**config.mk**
```make
export PLATFORM = sky130hd
export DESIGN_NAME = ptc_core
export DESIGN_NICKNAME = d
export VERILOG_FILES = /design/src/core/ptc_pkg.sv /design/src/core/ptc_phase_if.sv /design/src/core/ptc_core.sv /design/src/core/ptc_phase_step.sv
export VERILOG_INCLUDE_DIRS = /design/src /design/src/core
export SDC_FILE = /design/constraint.sdc
export NUM_CORES = 1
export LEC_CHECK = 0
export ABC_AREA = 1
export BUFFER_PORTS_ARGS = -buffer_cell sky130_fd_sc_hd__buf_2
export CORE_MARGIN = 8
export CORE_UTILIZATION = 46
export DETAILED_ROUTE_END_ITERATION = 7
export PLACE_DENSITY = 0.87
export SKIP_LAST_GASP = 1
export SLEW_MARGIN = 10
export SYNTH_ARGS = -nofsm -noshare
export SYNTH_HDL_FRONTEND = slang
export SYNTH_SLANG_ARGS = --single-unit
```
**constraint.sdc**
```tcl
create_clock -name clk -period 1.1 [get_ports clk]
set_input_delay 0.055 -clock clk [delete_from_list [all_inputs] [get_ports clk]]
set_output_delay 0.055 -clock clk [all_outputs]
set_load 0.02 [all_outputs]
```
**src/core/ptc_regs.svh**
```systemverilog
`ifndef PTC_REGS_SVH
`define PTC_REGS_SVH
// ==========================================
// Register map
`define PTC_ADDR_W 16
`define PTC_DATA_W 16
`define PTC_TEST_OFS 16'h0027
`define PTC_PHASE_OFS 16'h0042
`define PTC_TEST_RST 6'h00
`define PTC_PHASE_RST 4'h0
// ==========================================
// Field positions
`define PTC_TEST_FAMILY_BIT 4
`define PTC_TEST_MSB_BIT 5
`define PTC_TEST_W 6
`define PTC_PHASE_EN_BIT 4
`define PTC_PHASE_W 4
// ==========================================
// Timing
`define PTC_STEP_NS 4
`define PTC_PHASE_MAX 4'hA
`define PTC_CLK_MHZ 25
`define PTC_SETTLE_NS 80
`define PTC_SETTLE_CYC ((`PTC_SETTLE_NS * `PTC_CLK_MHZ + 999) / 1000)
`endif

```
**src/core/ptc_pkg.sv**
```systemverilog
package ptc_pkg;
  typedef logic [3:0] ptc_phase_type;
  typedef enum logic [3:0] {
    PAT_NLP, PAT_PULSE1, PAT_PULSE0, PAT_REP1, PAT_REP0,
    PAT_PREAMBLE, PAT_ONE_IDLE, PAT_ZERO_IDLE, PAT_1001,
    PAT_RANDOM, PAT_IDLE_00, PAT_IDLE_10, PAT_IDLE_11, PAT_NONE
  } ptc_pat10_type;
  typedef enum logic [1:0] {TX_IDLE, TX_ONE, TX_ZERO} ptc_tx_state_type;
endpackage : ptc_pkg

```
**src/core/ptc_phase_if.sv**
```systemverilog
interface ptc_phase_if;
  import ptc_pkg::*;
  logic start;
  ptc_phase_type target;
  ptc_phase_type current;
  logic busy;
  modport ctl (output start, output target, input current, input busy);
  modport ph (input start, input target, output current, output busy);
endinterface : ptc_phase_if

```
**src/core/ptc_core.sv**
```systemverilog
// Strobed register access was chosen for this implementation.
`include "ptc_regs.svh"
// How it works
// - Reserved upper bits of both registers ignore writes and read zero.
// - Test bit 4 picks 10Base-T patterns when one, 100Base-TX when zero.
// - In 10Base-T mode the low four bits pick the driven pattern.
// - 100Base-TX mode repeats a one then {bit5,bits3:0} zeros, 1 to 31.
// - An all-zero 100Base-TX field stops the test sequence.
// - Transmit clock phase stays fixed unless software asks for a shift.
// - Phase is counted in 4 ns steps, valid from 0 to 10 steps.
// - Phase values above ten are stored and applied modulo ten.
// - Enable bit one starts a shift; zero leaves the phase alone.
// - Phase field reads the current offset; shift equals the difference.
module ptc_core
  import ptc_pkg::*;
#(
  parameter int ADDR_W = `PTC_ADDR_W,
  parameter int DATA_W = `PTC_DATA_W,
  parameter int SETTLE_CYC = `PTC_SETTLE_CYC
)
(
  input wire logic clk,
  input wire logic rst_b,
  input wire logic [ADDR_W-1:0] reg_addr,
  input wire logic [DATA_W-1:0] reg_wdata,
  input wire logic reg_wr,
  input wire logic reg_rd,
  output logic [DATA_W-1:0] reg_rdata,
  output logic test10_active,
  output ptc_pat10_type test10_pattern,
  output logic test100_active,
  output logic test100_bit,
  output ptc_phase_type tx_clk_phase_sel
);
  // ==========================================
  // Reset release
  logic rst_s1_q;
  logic rst_n_q;

  always_ff @(posedge clk or negedge rst_b)
  begin
    if (!rst_b)
    begin
      rst_s1_q <= 1'b0;
      rst_n_q <= 1'b0;
    end
    else
    begin
      rst_s1_q <= 1'b1;
      rst_n_q <= rst_s1_q;
    end
  end

  // ==========================================
  // Helpers
  function automatic ptc_phase_type ptc_mod_ten(input logic [3:0] v);
    ptc_mod_ten = (v > `PTC_PHASE_MAX) ? v - `PTC_PHASE_MAX : v;
  endfunction : ptc_mod_ten

  function automatic ptc_pat10_type ptc_pat10(input logic [3:0] c);
    case (c)
      4'h0: ptc_pat10 = PAT_NLP;
      4'h1: ptc_pat10 = PAT_PULSE1;
      4'h2: ptc_pat10 = PAT_PULSE0;
      4'h3: ptc_pat10 = PAT_REP1;
      4'h4: ptc_pat10 = PAT_REP0;
      4'h5: ptc_pat10 = PAT_PREAMBLE;
      4'h6: ptc_pat10 = PAT_ONE_IDLE;
      4'h7: ptc_pat10 = PAT_ZERO_IDLE;
      4'h8: ptc_pat10 = PAT_1001;
      4'h9: ptc_pat10 = PAT_RANDOM;
      4'hA: ptc_pat10 = PAT_IDLE_00;
      4'hB: ptc_pat10 = PAT_IDLE_10;
      4'hD: ptc_pat10 = PAT_IDLE_11;
      default: ptc_pat10 = PAT_NONE;
    endcase
  endfunction : ptc_pat10

  // ==========================================
  // Address decode
  wire hit_test = (reg_addr == ADDR_W'(`PTC_TEST_OFS));
  wire hit_phase = (reg_addr == ADDR_W'(`PTC_PHASE_OFS));
  wire wr_test = reg_wr && hit_test;
  wire wr_phase = reg_wr && hit_phase;
  wire phase_start = wr_phase && reg_wdata[`PTC_PHASE_EN_BIT];
  wire [3:0] phase_wval = reg_wdata[3:0];

  // ==========================================
  // Registers
  // Only the low six test bits are kept; the rest is never stored
  logic [`PTC_TEST_W-1:0] test_q;
  logic phase_en_q;
  ptc_phase_if pif ();

  always_ff @(posedge clk or negedge rst_n_q)
  begin
    if (!rst_n_q)
      test_q <= `PTC_TEST_RST;
    else if (wr_test)
      test_q <= reg_wdata[`PTC_TEST_W-1:0];
  end

  // Set wins: a new request in the clearing cycle keeps the bit up
  always_ff @(posedge clk or negedge rst_n_q)
  begin
    if (!rst_n_q)
      phase_en_q <= 1'b0;
    else if (phase_start)
      phase_en_q <= 1'b1;
    else if (phase_en_q && !pif.busy)
      phase_en_q <= 1'b0;
  end

  assign pif.start = phase_start;
  assign pif.target = ptc_mod_ten(phase_wval);

  ptc_phase_step #(
    .SETTLE_CYC(SETTLE_CYC)
  ) u_phase (
    .clk(clk),
    .rst_n(rst_n_q),
    .pif(pif)
  );

  assign tx_clk_phase_sel = pif.current;

  // ==========================================
  // Read port
  wire [DATA_W-1:0] test_rd = {{(DATA_W-`PTC_TEST_W){1'b0}}, test_q};
  wire [DATA_W-1:0] phase_rd =
    {{(DATA_W-5){1'b0}}, phase_en_q, pif.current};
  wire [DATA_W-1:0] rd_mux =
    hit_test ? test_rd : (hit_phase ? phase_rd : '0);
  logic [DATA_W-1:0] rdata_q;

  always_ff @(posedge clk or negedge rst_n_q)
  begin
    if (!rst_n_q)
      rdata_q <= '0;
    else
      rdata_q <= reg_rd ? rd_mux : '0;
  end

  assign reg_rdata = rdata_q;

  // ==========================================
  // Test family selection
  wire family_10 = test_q[`PTC_TEST_FAMILY_BIT];
  wire [4:0] zero_run = {test_q[`PTC_TEST_MSB_BIT], test_q[3:0]};
  wire run_on = !family_10 && (zero_run != 5'h00);
  ptc_pat10_type pat_dec;
  assign pat_dec = ptc_pat10(test_q[3:0]);
  wire pat_ok = (ptc_pat10(test_q[3:0]) != PAT_NONE);

  logic t10_act_q;
  ptc_pat10_type t10_pat_q;

  // Undefined codes drive nothing rather than a guessed pattern
  always_ff @(posedge clk or negedge rst_n_q)
  begin
    if (!rst_n_q)
    begin
      t10_act_q <= 1'b0;
      t10_pat_q <= PAT_NONE;
    end
    else
    begin
      t10_act_q <= family_10 && pat_ok;
      t10_pat_q <= family_10 ? pat_dec : PAT_NONE;
    end
  end

  assign test10_active = t10_act_q;
  assign test10_pattern = t10_pat_q;

  // ==========================================
  // 100Base-TX sequence
  // A rewrite restarts at the leading one; no half run is emitted
  ptc_tx_state_type st_q;
  ptc_tx_state_type st_d;
  logic [4:0] cnt_q;
  logic [4:0] cnt_d;
  logic bit_q;
  logic act_q;

  always_comb
  begin
    st_d = st_q;
    cnt_d = cnt_q;
    case (st_q)
      TX_IDLE:
      begin
        if (run_on)
          st_d = TX_ONE;
      end
      TX_ONE:
      begin
        cnt_d = 5'h01;
        st_d = TX_ZERO;
      end
      TX_ZERO:
      begin
        if (cnt_q == zero_run)
          st_d = TX_ONE;
        else
          cnt_d = cnt_q + 5'h01;
      end
      default:
        st_d = TX_IDLE;
    endcase
    if (!run_on || wr_test)
    begin
      st_d = TX_IDLE;
      cnt_d = 5'h00;
    end
  end

  always_ff @(posedge clk or negedge rst_n_q)
  begin
    if (!rst_n_q)
    begin
      st_q <= TX_IDLE;
      cnt_q <= 5'h00;
      bit_q <= 1'b0;
      act_q <= 1'b0;
    end
    else
    begin
      st_q <= st_d;
      cnt_q <= cnt_d;
      bit_q <= (st_d == TX_ONE);
      act_q <= (st_d != TX_IDLE);
    end
  end

  assign test100_active = act_q;
  assign test100_bit = bit_q;

  // ==========================================
  // Checks
  logic [4:0] zeros_seen_q;
  ptc_phase_type exp_phase_q;

  always_ff @(posedge clk or negedge rst_n_q)
  begin
    if (!rst_n_q)
    begin
      zeros_seen_q <= 5'h00;
      exp_phase_q <= 4'h0;
    end
    else
    begin
      if (!act_q || bit_q)
        zeros_seen_q <= 5'h00;
      else
        zeros_seen_q <= zeros_seen_q + 5'h01;
      if (phase_start)
        exp_phase_q <= (phase_wval > 4'hA) ? phase_wval % 4'hA : phase_wval;
    end
  end

  a_rsvd_test_zero: assert property (
    @(posedge clk) disable iff (!rst_n_q)
    (reg_rd && hit_test) |=> (reg_rdata[15:6] == 10'h000)
  ) else $error("test register upper bits not zero");

  a_rsvd_phase_zero: assert property (
    @(posedge clk) disable iff (!rst_n_q)
    (reg_rd && hit_phase) |=> (reg_rdata[15:5] == 11'h000)
  ) else $error("phase register upper bits not zero");

  a_family_ten: assert property (
    @(posedge clk) disable iff (!rst_n_q)
    (wr_test && reg_wdata[4]) |=> ##1 (!test100_active && !test100_bit)
  ) else $error("100TX sequence running in 10BT family");

  a_pat_ten_drive: assert property (
    @(posedge clk) disable iff (!rst_n_q)
    (wr_test && reg_wdata[4] && reg_wdata[3:0] == 4'h5) |=> ##1
      (test10_active && test10_pattern == PAT_PREAMBLE)
  ) else $error("10BT pattern not driven");

  a_zero_run_len: assert property (
    @(posedge clk) disable iff (!rst_n_q)
    (act_q && bit_q && zeros_seen_q != 5'h00 && $stable(test_q)) |->
      (zeros_seen_q == zero_run)
  ) else $error("wrong number of zeros after a one");

  // A later test write restarts the run, so only quiet cycles count
  a_run_start: assert property (
    @(posedge clk) disable iff (!rst_n_q)
    (wr_test && !reg_wdata[4] && reg_wdata[3:0] != 4'h0)
      ##1 (!wr_test)[*2] |->
      (test100_active && test100_bit) ##1 (test100_active && !test100_bit)
  ) else $error("100TX sequence did not start with one then zero");

  a_field_clear: assert property (
    @(posedge clk) disable iff (!rst_n_q)
    (wr_test && reg_wdata[5] == 1'b0 && reg_wdata[3:0] == 4'h0)
      ##1 (!wr_test)[*2] |->
      (!test100_active && !test100_bit)[*3]
  ) else $error("zero field did not stop the sequence");

  a_phase_hold: assert property (
    @(posedge clk) disable iff (!rst_n_q)
    (!phase_en_q && !phase_start) |=> $stable(tx_clk_phase_sel)
  ) else $error("phase moved without a request");

  a_phase_mod_ten: assert property (
    @(posedge clk) disable iff (!rst_n_q)
    $fell(phase_en_q) |-> (tx_clk_phase_sel == exp_phase_q)
  ) else $error("applied phase differs from written value");

  a_enable_clears: assert property (
    @(posedge clk) disable iff (!rst_n_q)
    phase_start |=> phase_en_q ##[0:60] !phase_en_q
  ) else $error("enable bit did not self clear");

  a_phase_readback: assert property (
    @(posedge clk) disable iff (!rst_n_q)
    (reg_rd && hit_phase) |=>
      (reg_rdata[3:0] == $past(tx_clk_phase_sel)
       && reg_rdata[4] == $past(phase_en_q))
  ) else $error("phase read back wrong");

  a_unmapped_zero: assert property (
    @(posedge clk) disable iff (!rst_n_q)
    (reg_rd && !hit_test && !hit_phase) |=> (reg_rdata == '0)
  ) else $error("unmapped read not zero");

  a_rdata_idle_zero: assert property (
    @(posedge clk) disable iff (!rst_n_q)
    !reg_rd |=> (reg_rdata == '0)
  ) else $error("read data outside answer cycle");

  a_value_write_ignored: assert property (
    @(posedge clk) disable iff (!rst_n_q)
    (wr_phase && !reg_wdata[4] && !phase_en_q) |=>
      (!phase_en_q && $stable(tx_clk_phase_sel))
  ) else $error("phase moved on a write without enable");

  a_undef_code_idle: assert property (
    @(posedge clk) disable iff (!rst_n_q)
    (wr_test && reg_wdata[4] && (reg_wdata[3:0] == 4'hC
      || reg_wdata[3:0] >= 4'hE)) |=> ##1
      (!test10_active && test10_pattern == PAT_NONE)
  ) else $error("undefined 10BT code drove a pattern");
endmodule : ptc_core

```
**src/core/ptc_phase_step.sv**
```systemverilog
`include "ptc_regs.svh"
module ptc_phase_step
  import ptc_pkg::*;
#(
  parameter int SETTLE_CYC = `PTC_SETTLE_CYC
)
(
  input wire logic clk,
  input wire logic rst_n,
  ptc_phase_if.ph pif
);
  localparam int GW = $clog2(SETTLE_CYC + 1);
  localparam logic [GW-1:0] GAP_LOAD = GW'(SETTLE_CYC);

  // ==========================================
  // Tap stepping
  // One tap per settle window, so the delay line never jumps far
  ptc_phase_type cur_q;
  ptc_phase_type tgt_q;
  logic [GW-1:0] gap_q;
  wire gap_done = (gap_q == '0);
  wire need_up = (cur_q < tgt_q);
  wire need_dn = (cur_q > tgt_q);
  wire do_step = gap_done && (need_up || need_dn);

  always_ff @(posedge clk or negedge rst_n)
  begin
    if (!rst_n)
    begin
      cur_q <= `PTC_PHASE_RST;
      tgt_q <= `PTC_PHASE_RST;
      gap_q <= '0;
    end
    else
    begin
      if (pif.start)
        tgt_q <= pif.target;
      if (do_step)
      begin
        cur_q <= need_up ? cur_q + 4'h1 : cur_q - 4'h1;
        gap_q <= GAP_LOAD;
      end
      else if (!gap_done)
        gap_q <= gap_q - GW'(1);
    end
  end

  assign pif.current = cur_q;
  assign pif.busy = need_up || need_dn || !gap_done;

  a_tap_single_step: assert property (
    @(posedge clk) disable iff (!rst_n)
    (cur_q != $past(cur_q)) |->
      ((cur_q - $past(cur_q) == 4'h1) || ($past(cur_q) - cur_q == 4'h1))
  ) else $error("tap moved more than one step");

  a_tap_in_range: assert property (
    @(posedge clk) disable iff (!rst_n)
    cur_q <= `PTC_PHASE_MAX
  ) else $error("tap beyond forty ns");
endmodule : ptc_phase_step

```
==> run metrics, run 1 <==
status complete, but fails checks; failing checks negative setup slack; htree depth 2; CTS buffer count 5; crit path cell chain inv_2, ha_4, clkinv_4, nor2_4, o21bai_4, nand2_4, ha_4, nand2_2, nor2_2, nor2_4, nand3_2, nand2_2, o21ai_2, nand2_1; Die Span X around 84 um; gp weighted congestion slightly above 0.8; Synth cell types 28; Hold Violations, Final 0; vias a little over 2000; Worst R2R End u_phase.pif.current[3]; Gate Count Post-Synth 270; vias in the first global route 2083; 1st-pass router iterations 4; top cell type's share of synthesized area 41.9%; clock latency on the worst-skew pair ~0.3 ns; first-pass GRT wire length between 9000 and 10000 um; dominant synthesized flop cell dfrtp_1; number of synthesized flops with an enable pin 0; max cap viols 0; hold slack between 0.015 and 0.02 ns; Slowest-stage cell, CP dfrtp_1; synthesized cell area roughly 2200 um2; final setup fails 17; post-route clock period utilization 192%; R2R depth 14; Leak Pwr roughly 1.6 nW; drt drc 0; Min-Delay Path Class in2reg; kind of critical path reg2reg; initial antenna violation count 0; register area share after synthesis about 46%; Congestion Overflow GR 0; Sink Count 39; Clk pin slew, worst setup/hold paths ~0.07 ns; Yosys reg bits 39; max frequency 473 MHz; Arr. time, crit path ~2.3 ns; Die Ht between 80 and 90 um; Total GRT Usage around 16%; clk root buf clkbuf_8; power per cell area between 1500 and 2000 nW/um2; HPWL Detailed around 4100 um; Ys Warns 0; clk buf depth 2; full die area roughly 7100 um2; crit-path max cell delay around 0.40 ns; DRT Wirelength 5950 um; Syn-to-layout area delta 45.6%; Slew Viols, Final 0; Vias/cell roughly 5; hold_sp reg_wdata[0]; DRT antenna net count 0; Starting Density 46.5%; leading area contributor after synthesis dfrtp_1; Final TNS setup -7.59 ns; CP Max Fanout 3; Design Power around 4.9 mW; WL/cell 14.4 um; layout cell share with drive strength beyond 1 44.8%; RSZ-0062 raised after global routing yes; Hold Crit Depth 3; Worst Hold End u_phase.tgt_q[0]; Final nets between 400 and 500; Worst VDD drop 0.00141 V; minimum clock period between 2 and 2.5 ns; CTS tree done; core area between 4000 and 5000 um2; Syn Area/Cell roughly 8.0 um2; largest net degree at the start of global routing 22; Max Clock Skew ~0.0047 ns; Initial DRC Count 110; row cnt 25; io pins 63; crit start category flip-flop; crit path capture type flip-flop; Register-to-Register Setup Slack -1.01 ns; Async SR Flop Fraction 100%; WP data required between 1 and 1.5 ns; Worst R2R Start u_phase.tgt_q[1]; Setup WS post-layout -1.01 ns; Inserted Diodes 0; Port Buf Inserts between 40 and 50; top cells by area, synth dfrtp_1 42%, nand2_1 13%, inv_1 6.3%
==> critical path: cells and delay by family (launching register included) <==
kind	cells	cell delay, ns
simple gates	8	0.64
buf+inv	2	0.14
flops	1	0.40
compound gates	2	0.29
fa+ha+maj	2	0.52
==> state kept, by name, summed over array words and instances, names as in the netlist <==
| signal | cells |
|---|---|
| u_phase.pif.current | 4 |
| reg_rdata | 6 |
| st_q | 2 |
| test100_active | 1 |
| u_phase.tgt_q | 4 |
| test100_bit | 1 |
| test10_active | 1 |
| test10_pattern | 4 |
| rst_n_q | 1 |
| test_q | 6 |
| rst_s1_q | 1 |
| cnt_q | 5 |
| phase_en_q | 1 |
| u_phase.gap_q | 2 |
==> layer usage <==
layer,wire length (um),global-route usage (%),vias to the layer above
li1,-,-,998
met1,2350,17.0,984
met2,2970,27.4,69
met3,501,7.02,13
met4,133,7.12,0
met5,0,0,-
==> cells in the final DEF, fill, tap and decap left out, types with 2 or more instances in the layout <==
cell           Yosys  routed
conb_1             2      11
nor2_2             3       5
clkbuf_1           0       2
o21ai_1            2       4
nand3_2            0       8
nand3_1           12       4
inv_1             36      29
nand2_2            5      10
buf_2              1      39
dfrtp_2            0       5
ha_4               0       5
dlygate4sd3_1      0       2
nor3_1             2       2
o21ai_2            0       2
o21ai_0           22      17
a21oi_1            9       7
buf_6              1       9
nand4_1            5       5
dfrtp_1           36      31
nand2_4            1       8
nor2_4             2       6
xor2_1             3       2
clkbuf_8           0       5
ha_2               0       2
inv_2              2       9
ha_1               9       2
nor2_1            25      19
dfstp_2            3       3
nand2_1           72      59
buf_4             10      34
==> logic make-up after synthesis <==
family	after synthesis	share of synthesized area, %
compound gates	34	8.20
xor+xnor	5	2.04
fa+ha+maj	10	6.16
buf+inv	51	11.0
flops	39	45.5
other cells	2	0.349
simple gates	129	26.7
==> cell usage after synthesis (2+ instances only) <==
library cell / instances
a21oi_1: 9
ha_1: 9
nand2_2: 5
xor2_1: 3
nand2_1: 72
nand4_1: 5
conb_1: 2
buf_4: 10
nor2_4: 2
nor3_1: 2
nand3_1: 12
inv_1: 36
dfrtp_1: 36
xnor2_1: 2
o21ai_1: 2
o21ai_0: 22
dfstp_2: 3
nor2_2: 3
inv_2: 2
nor2_1: 25
==> layout make-up <==
| type | instances | area, um2 |
|---|---|---|
| sequential | 39 | 986 |
| fill | 360 | 1500 |
| timing repair buffer | 84 | 572 |
| tap | 54 | 67.6 |
| multi-input combinational | 189 | 1250 |
| clock buffer | 7 | 76.3 |
| clock inverter | 1 | 30.0 |
| inverter | 39 | 151 |
==> how the worst max path moves through the flow <==
stage                           startpoint                endpoint  slack, ns  cells past startpoint
detailed placement  u_phase.pif.current[1]  u_phase.pif.current[3]      -0.89                     14
global route              u_phase.tgt_q[1]  u_phase.pif.current[3]      -1.09                     14
global placement    u_phase.pif.current[2]  u_phase.pif.current[3]      -0.78                     13
floorplan           u_phase.pif.current[2]  u_phase.pif.current[3]      -0.84                     13
CTS                       u_phase.tgt_q[3]  u_phase.pif.current[3]      -0.92                     13
finish                    u_phase.tgt_q[1]  u_phase.pif.current[3]      -1.01                     14
==> per-stage QoR <==
step / std cells / util [%] / area, um2 / setup WS (ns)
after floorplan: 279 / - / 2300 / -0.843
after global placement: 397 / 59.3 / 2740 / -0.777
after detailed placement: 397 / 59.3 / 2740 / -0.885
after CTS: 412 / 64.4 / 2980 / -0.917
after global routing: 413 / 67.7 / 3130 / -1.09
final: 413 / 67.7 / 3130 / -1.01
==> power breakdown <==
group | leakage, nW | switching [mW] | internal (mW)
Clock | 0.0524 | 0.515 | 0.679
Sequential | 0.474 | 0.132 | 1.59
Combinational | 1.08 | 1.08 | 0.921
Total | 1.61 | 1.73 | 3.19
==> what timing repair did <==
item | in CTS | in global routing
pin swaps | 11 | 28
endpoints found under the hold margin | 3 | 0
hold buffers | 2 | 0
resized for setup | 19 | 41
cloned | 0 | 0
setup buffers | 5 | 4
setup endpoints to repair | 18 | 21
(Power assumes the default switching activity.)
==> inputs of run 2 (changes only) <==
Settings changed: CORE_UTILIZATION 46 to 44, PLACE_DENSITY 0.87 to 0.84.
==> run 2 against run 1 <==
  * The run still ends with negative setup slack left
  * Fmax grew 6.8%
  * Die area grew 3.7%
  * First-iteration DRC count shrank 25%
  * Critical endpoint unchanged
  * Clock skew grew 0.0034 ns
==> run metrics, run 2 (synthesized netlist as in run 1, its figures left out) <==
status complete, but fails checks; failing checks negative setup slack; io pins 63 (unchanged); Worst VDD drop 0.00116 V (-17%); power per cell area 1520 nW/um2 (-2.8%); Congestion Overflow GR 0 (unchanged); 1st-pass router iterations 4 (unchanged); top cell family by delay on the critical path simple AND/OR/NAND/NOR gates; core area 4720 um2 (+2.0%); DRT antenna net count 0 (unchanged); vias in the first global route 2122 (+1.9%); Worst Path Buf+Inv 1 (-1); Min-Delay Path Class in2reg; crit-path max cell delay 0.44 ns (+0.04 ns); Starting Density 45.6% (-0.92 points); kind of critical path reg2reg; drt drc 0 (unchanged); largest net degree at the start of global routing 17 (-23%); full die area 7380 um2 (+3.7%); Final nets 404 (unchanged); final setup fails 17 (unchanged); clk root buf clkbuf_8; Slew Viols, Final 0 (unchanged); crit start category flip-flop; clk buf depth 2 (unchanged); Design Area, Final 3070 um2 (-2.0%); layout cell share with drive strength beyond 1 42.1% (-2.8 points); most common cell after layout, fill and taps aside nand2_1; gp weighted congestion 0.841 (+4.4%); Inserted Diodes 0 (unchanged); Arr. time, crit path 2.16 ns (-0.14 ns); DRT Wirelength 5690 um (-4.3%); Max Clock Skew 0.00815 ns (+0.00340 ns); CP Max Fanout 4 (+1); clock latency on the worst-skew pair 0.30 ns (about the same); vias 2022 (-2.0%); Leak Pwr 1.57 nW (-2.7%); Die Span X 85.9 um (+1.8%); CTS buffer count 5 (unchanged); CTS tree done; Design Power 4.68 mW (-4.7%); Die Ht 85.9 um (+1.8%); post-route clock period utilization 180% (-12 points); row cnt 25 (unchanged); minimum clock period 1.98 ns (-0.134 ns); initial antenna violation count 0 (unchanged); most used cell, CP nand2_1; crit path cell chain ha_4, nand2_2, o21bai_4, nand2_4, ha_4, nand2_1, nor2_2, nor2_2, inv_1, nand2_1, nand2_2, o21ai_1, nand2_1; Sink Count 39 (unchanged); WL/cell 13.4 um (-7.3%); HPWL Detailed 4170 um (+1.2%); max cap viols 0 (unchanged); Slowest-stage cell, CP dfrtp_2; non-filler instance count after layout 426 (+3.1%); Hold Violations, Final 0 (unchanged); htree depth 2 (unchanged); Syn-to-layout area delta 42.8%; Vias/cell 4.75 (-5.0%); WP data required 1.29 ns (about the same); Setup WS post-layout -0.878 ns (+0.134 ns); Initial DRC Count 82 (-25%); Port Buf Inserts 42 (unchanged); max frequency 505 MHz (+6.8%); RSZ-0062 raised after global routing yes; Clk pin slew, worst setup/hold paths 0.08 ns (about the same); first-pass GRT wire length 9250 um (-0.15%); total placed cells including tap cells 411 (+3.5%); Total GRT Usage 15.8% (-0.33 points); crit path capture type flip-flop; commonest non-fill, non-tap cells in the layout 64 x nand2_1, 39 x buf_2, 35 x buf_4; placed cell area 2780 um2 (+1.3%)
[run 2: cell types whose count changed in the layout (fill, tap and decap cells not counted), moves of 3 or more]
| cell | change |
|---|---|
| nand2_1 | +5 |
| nand2_4 | -4 |
| inv_1 | +3 |
| inv_2 | -3 |
[run 2: layer usage]
metal | routed length [um] | track usage, % | vias to the layer above | part of all wire [%]
met5 | 0 | 0 | - | 0
met4 | 129 | 6.69 | 0 | 2.3
met3 | 547 | 4.87 | 12 | 9.6
met2 | 2650 | 27.3 | 75 | 46
met1 | 2370 | 17.5 | 939 | 42
li1 | - | - | 996 | -
[run 2: metrics by stage]
step                      setup TNS [ns]  util (%)  worst slack [ns]  hold slack [ns]
after global placement             -5.22      58.9            -0.775           -0.158
after CTS                          -6.44      63.3            -0.876           0.0102
after detailed placement           -5.86      58.9            -0.877           -0.158
after floorplan                    -4.13         -            -0.843           -0.241
final                              -7.01      65.1            -0.878           0.0177
after global routing               -8.79      65.1             -1.01           0.0246
[run 2: final timing paths]
check,start,endpoint,slack (ns),cells past startpoint
worst max-delay path,u_phase.pif.current[3],u_phase.pif.current[3],-0.88,13
worst min register to register,rst_n_q,test_q[1],0.16,0
worst max register to register,u_phase.pif.current[3],u_phase.pif.current[3],-0.88,13
max in group asynchronous,rst_n_q,cnt_q[0],0.49,1
min in group asynchronous,rst_b,rst_s1_q,0.06,2
worst min-delay path,reg_wdata[4],test_q[4],0.02,3
[run 2: tightest hold or removal path, stage by stage]
cell and delay (ns):
buf_2 0.11, nand2_1 0.05, o21ai_0 0.07
[run 2: report_power, final]
part | internal, mW | leakage, nW | switching, mW
sequential | 1.59 | 0.474 | 0.138
clock | 0.443 | 0.0412 | 0.525
combinational | 0.947 | 1.05 | 1.04
[run 2: timing repair]
| item | CTS | global route |
|---|---|---|
| resized for setup | 22 | 18 |
| endpoints found under the setup margin | 17 | 20 |
| setup buffers | 1 | 4 |
| pin swaps | 15 | 1 |
| cloned | 0 | 0 |
| hold buffers | 2 | 0 |
| endpoints found under the hold margin | 3 | 0 |
[run 2: cell type report]
type / count / area [um2]
fill: 381 / 1650
multi-input combinational: 189 / 1190
sequential: 39 / 987
timing repair buffer: 84 / 577
inverter: 39 / 151
tap: 67 / 83.8
clock buffer: 6 / 72.6
clock inverter: 2 / 12.5
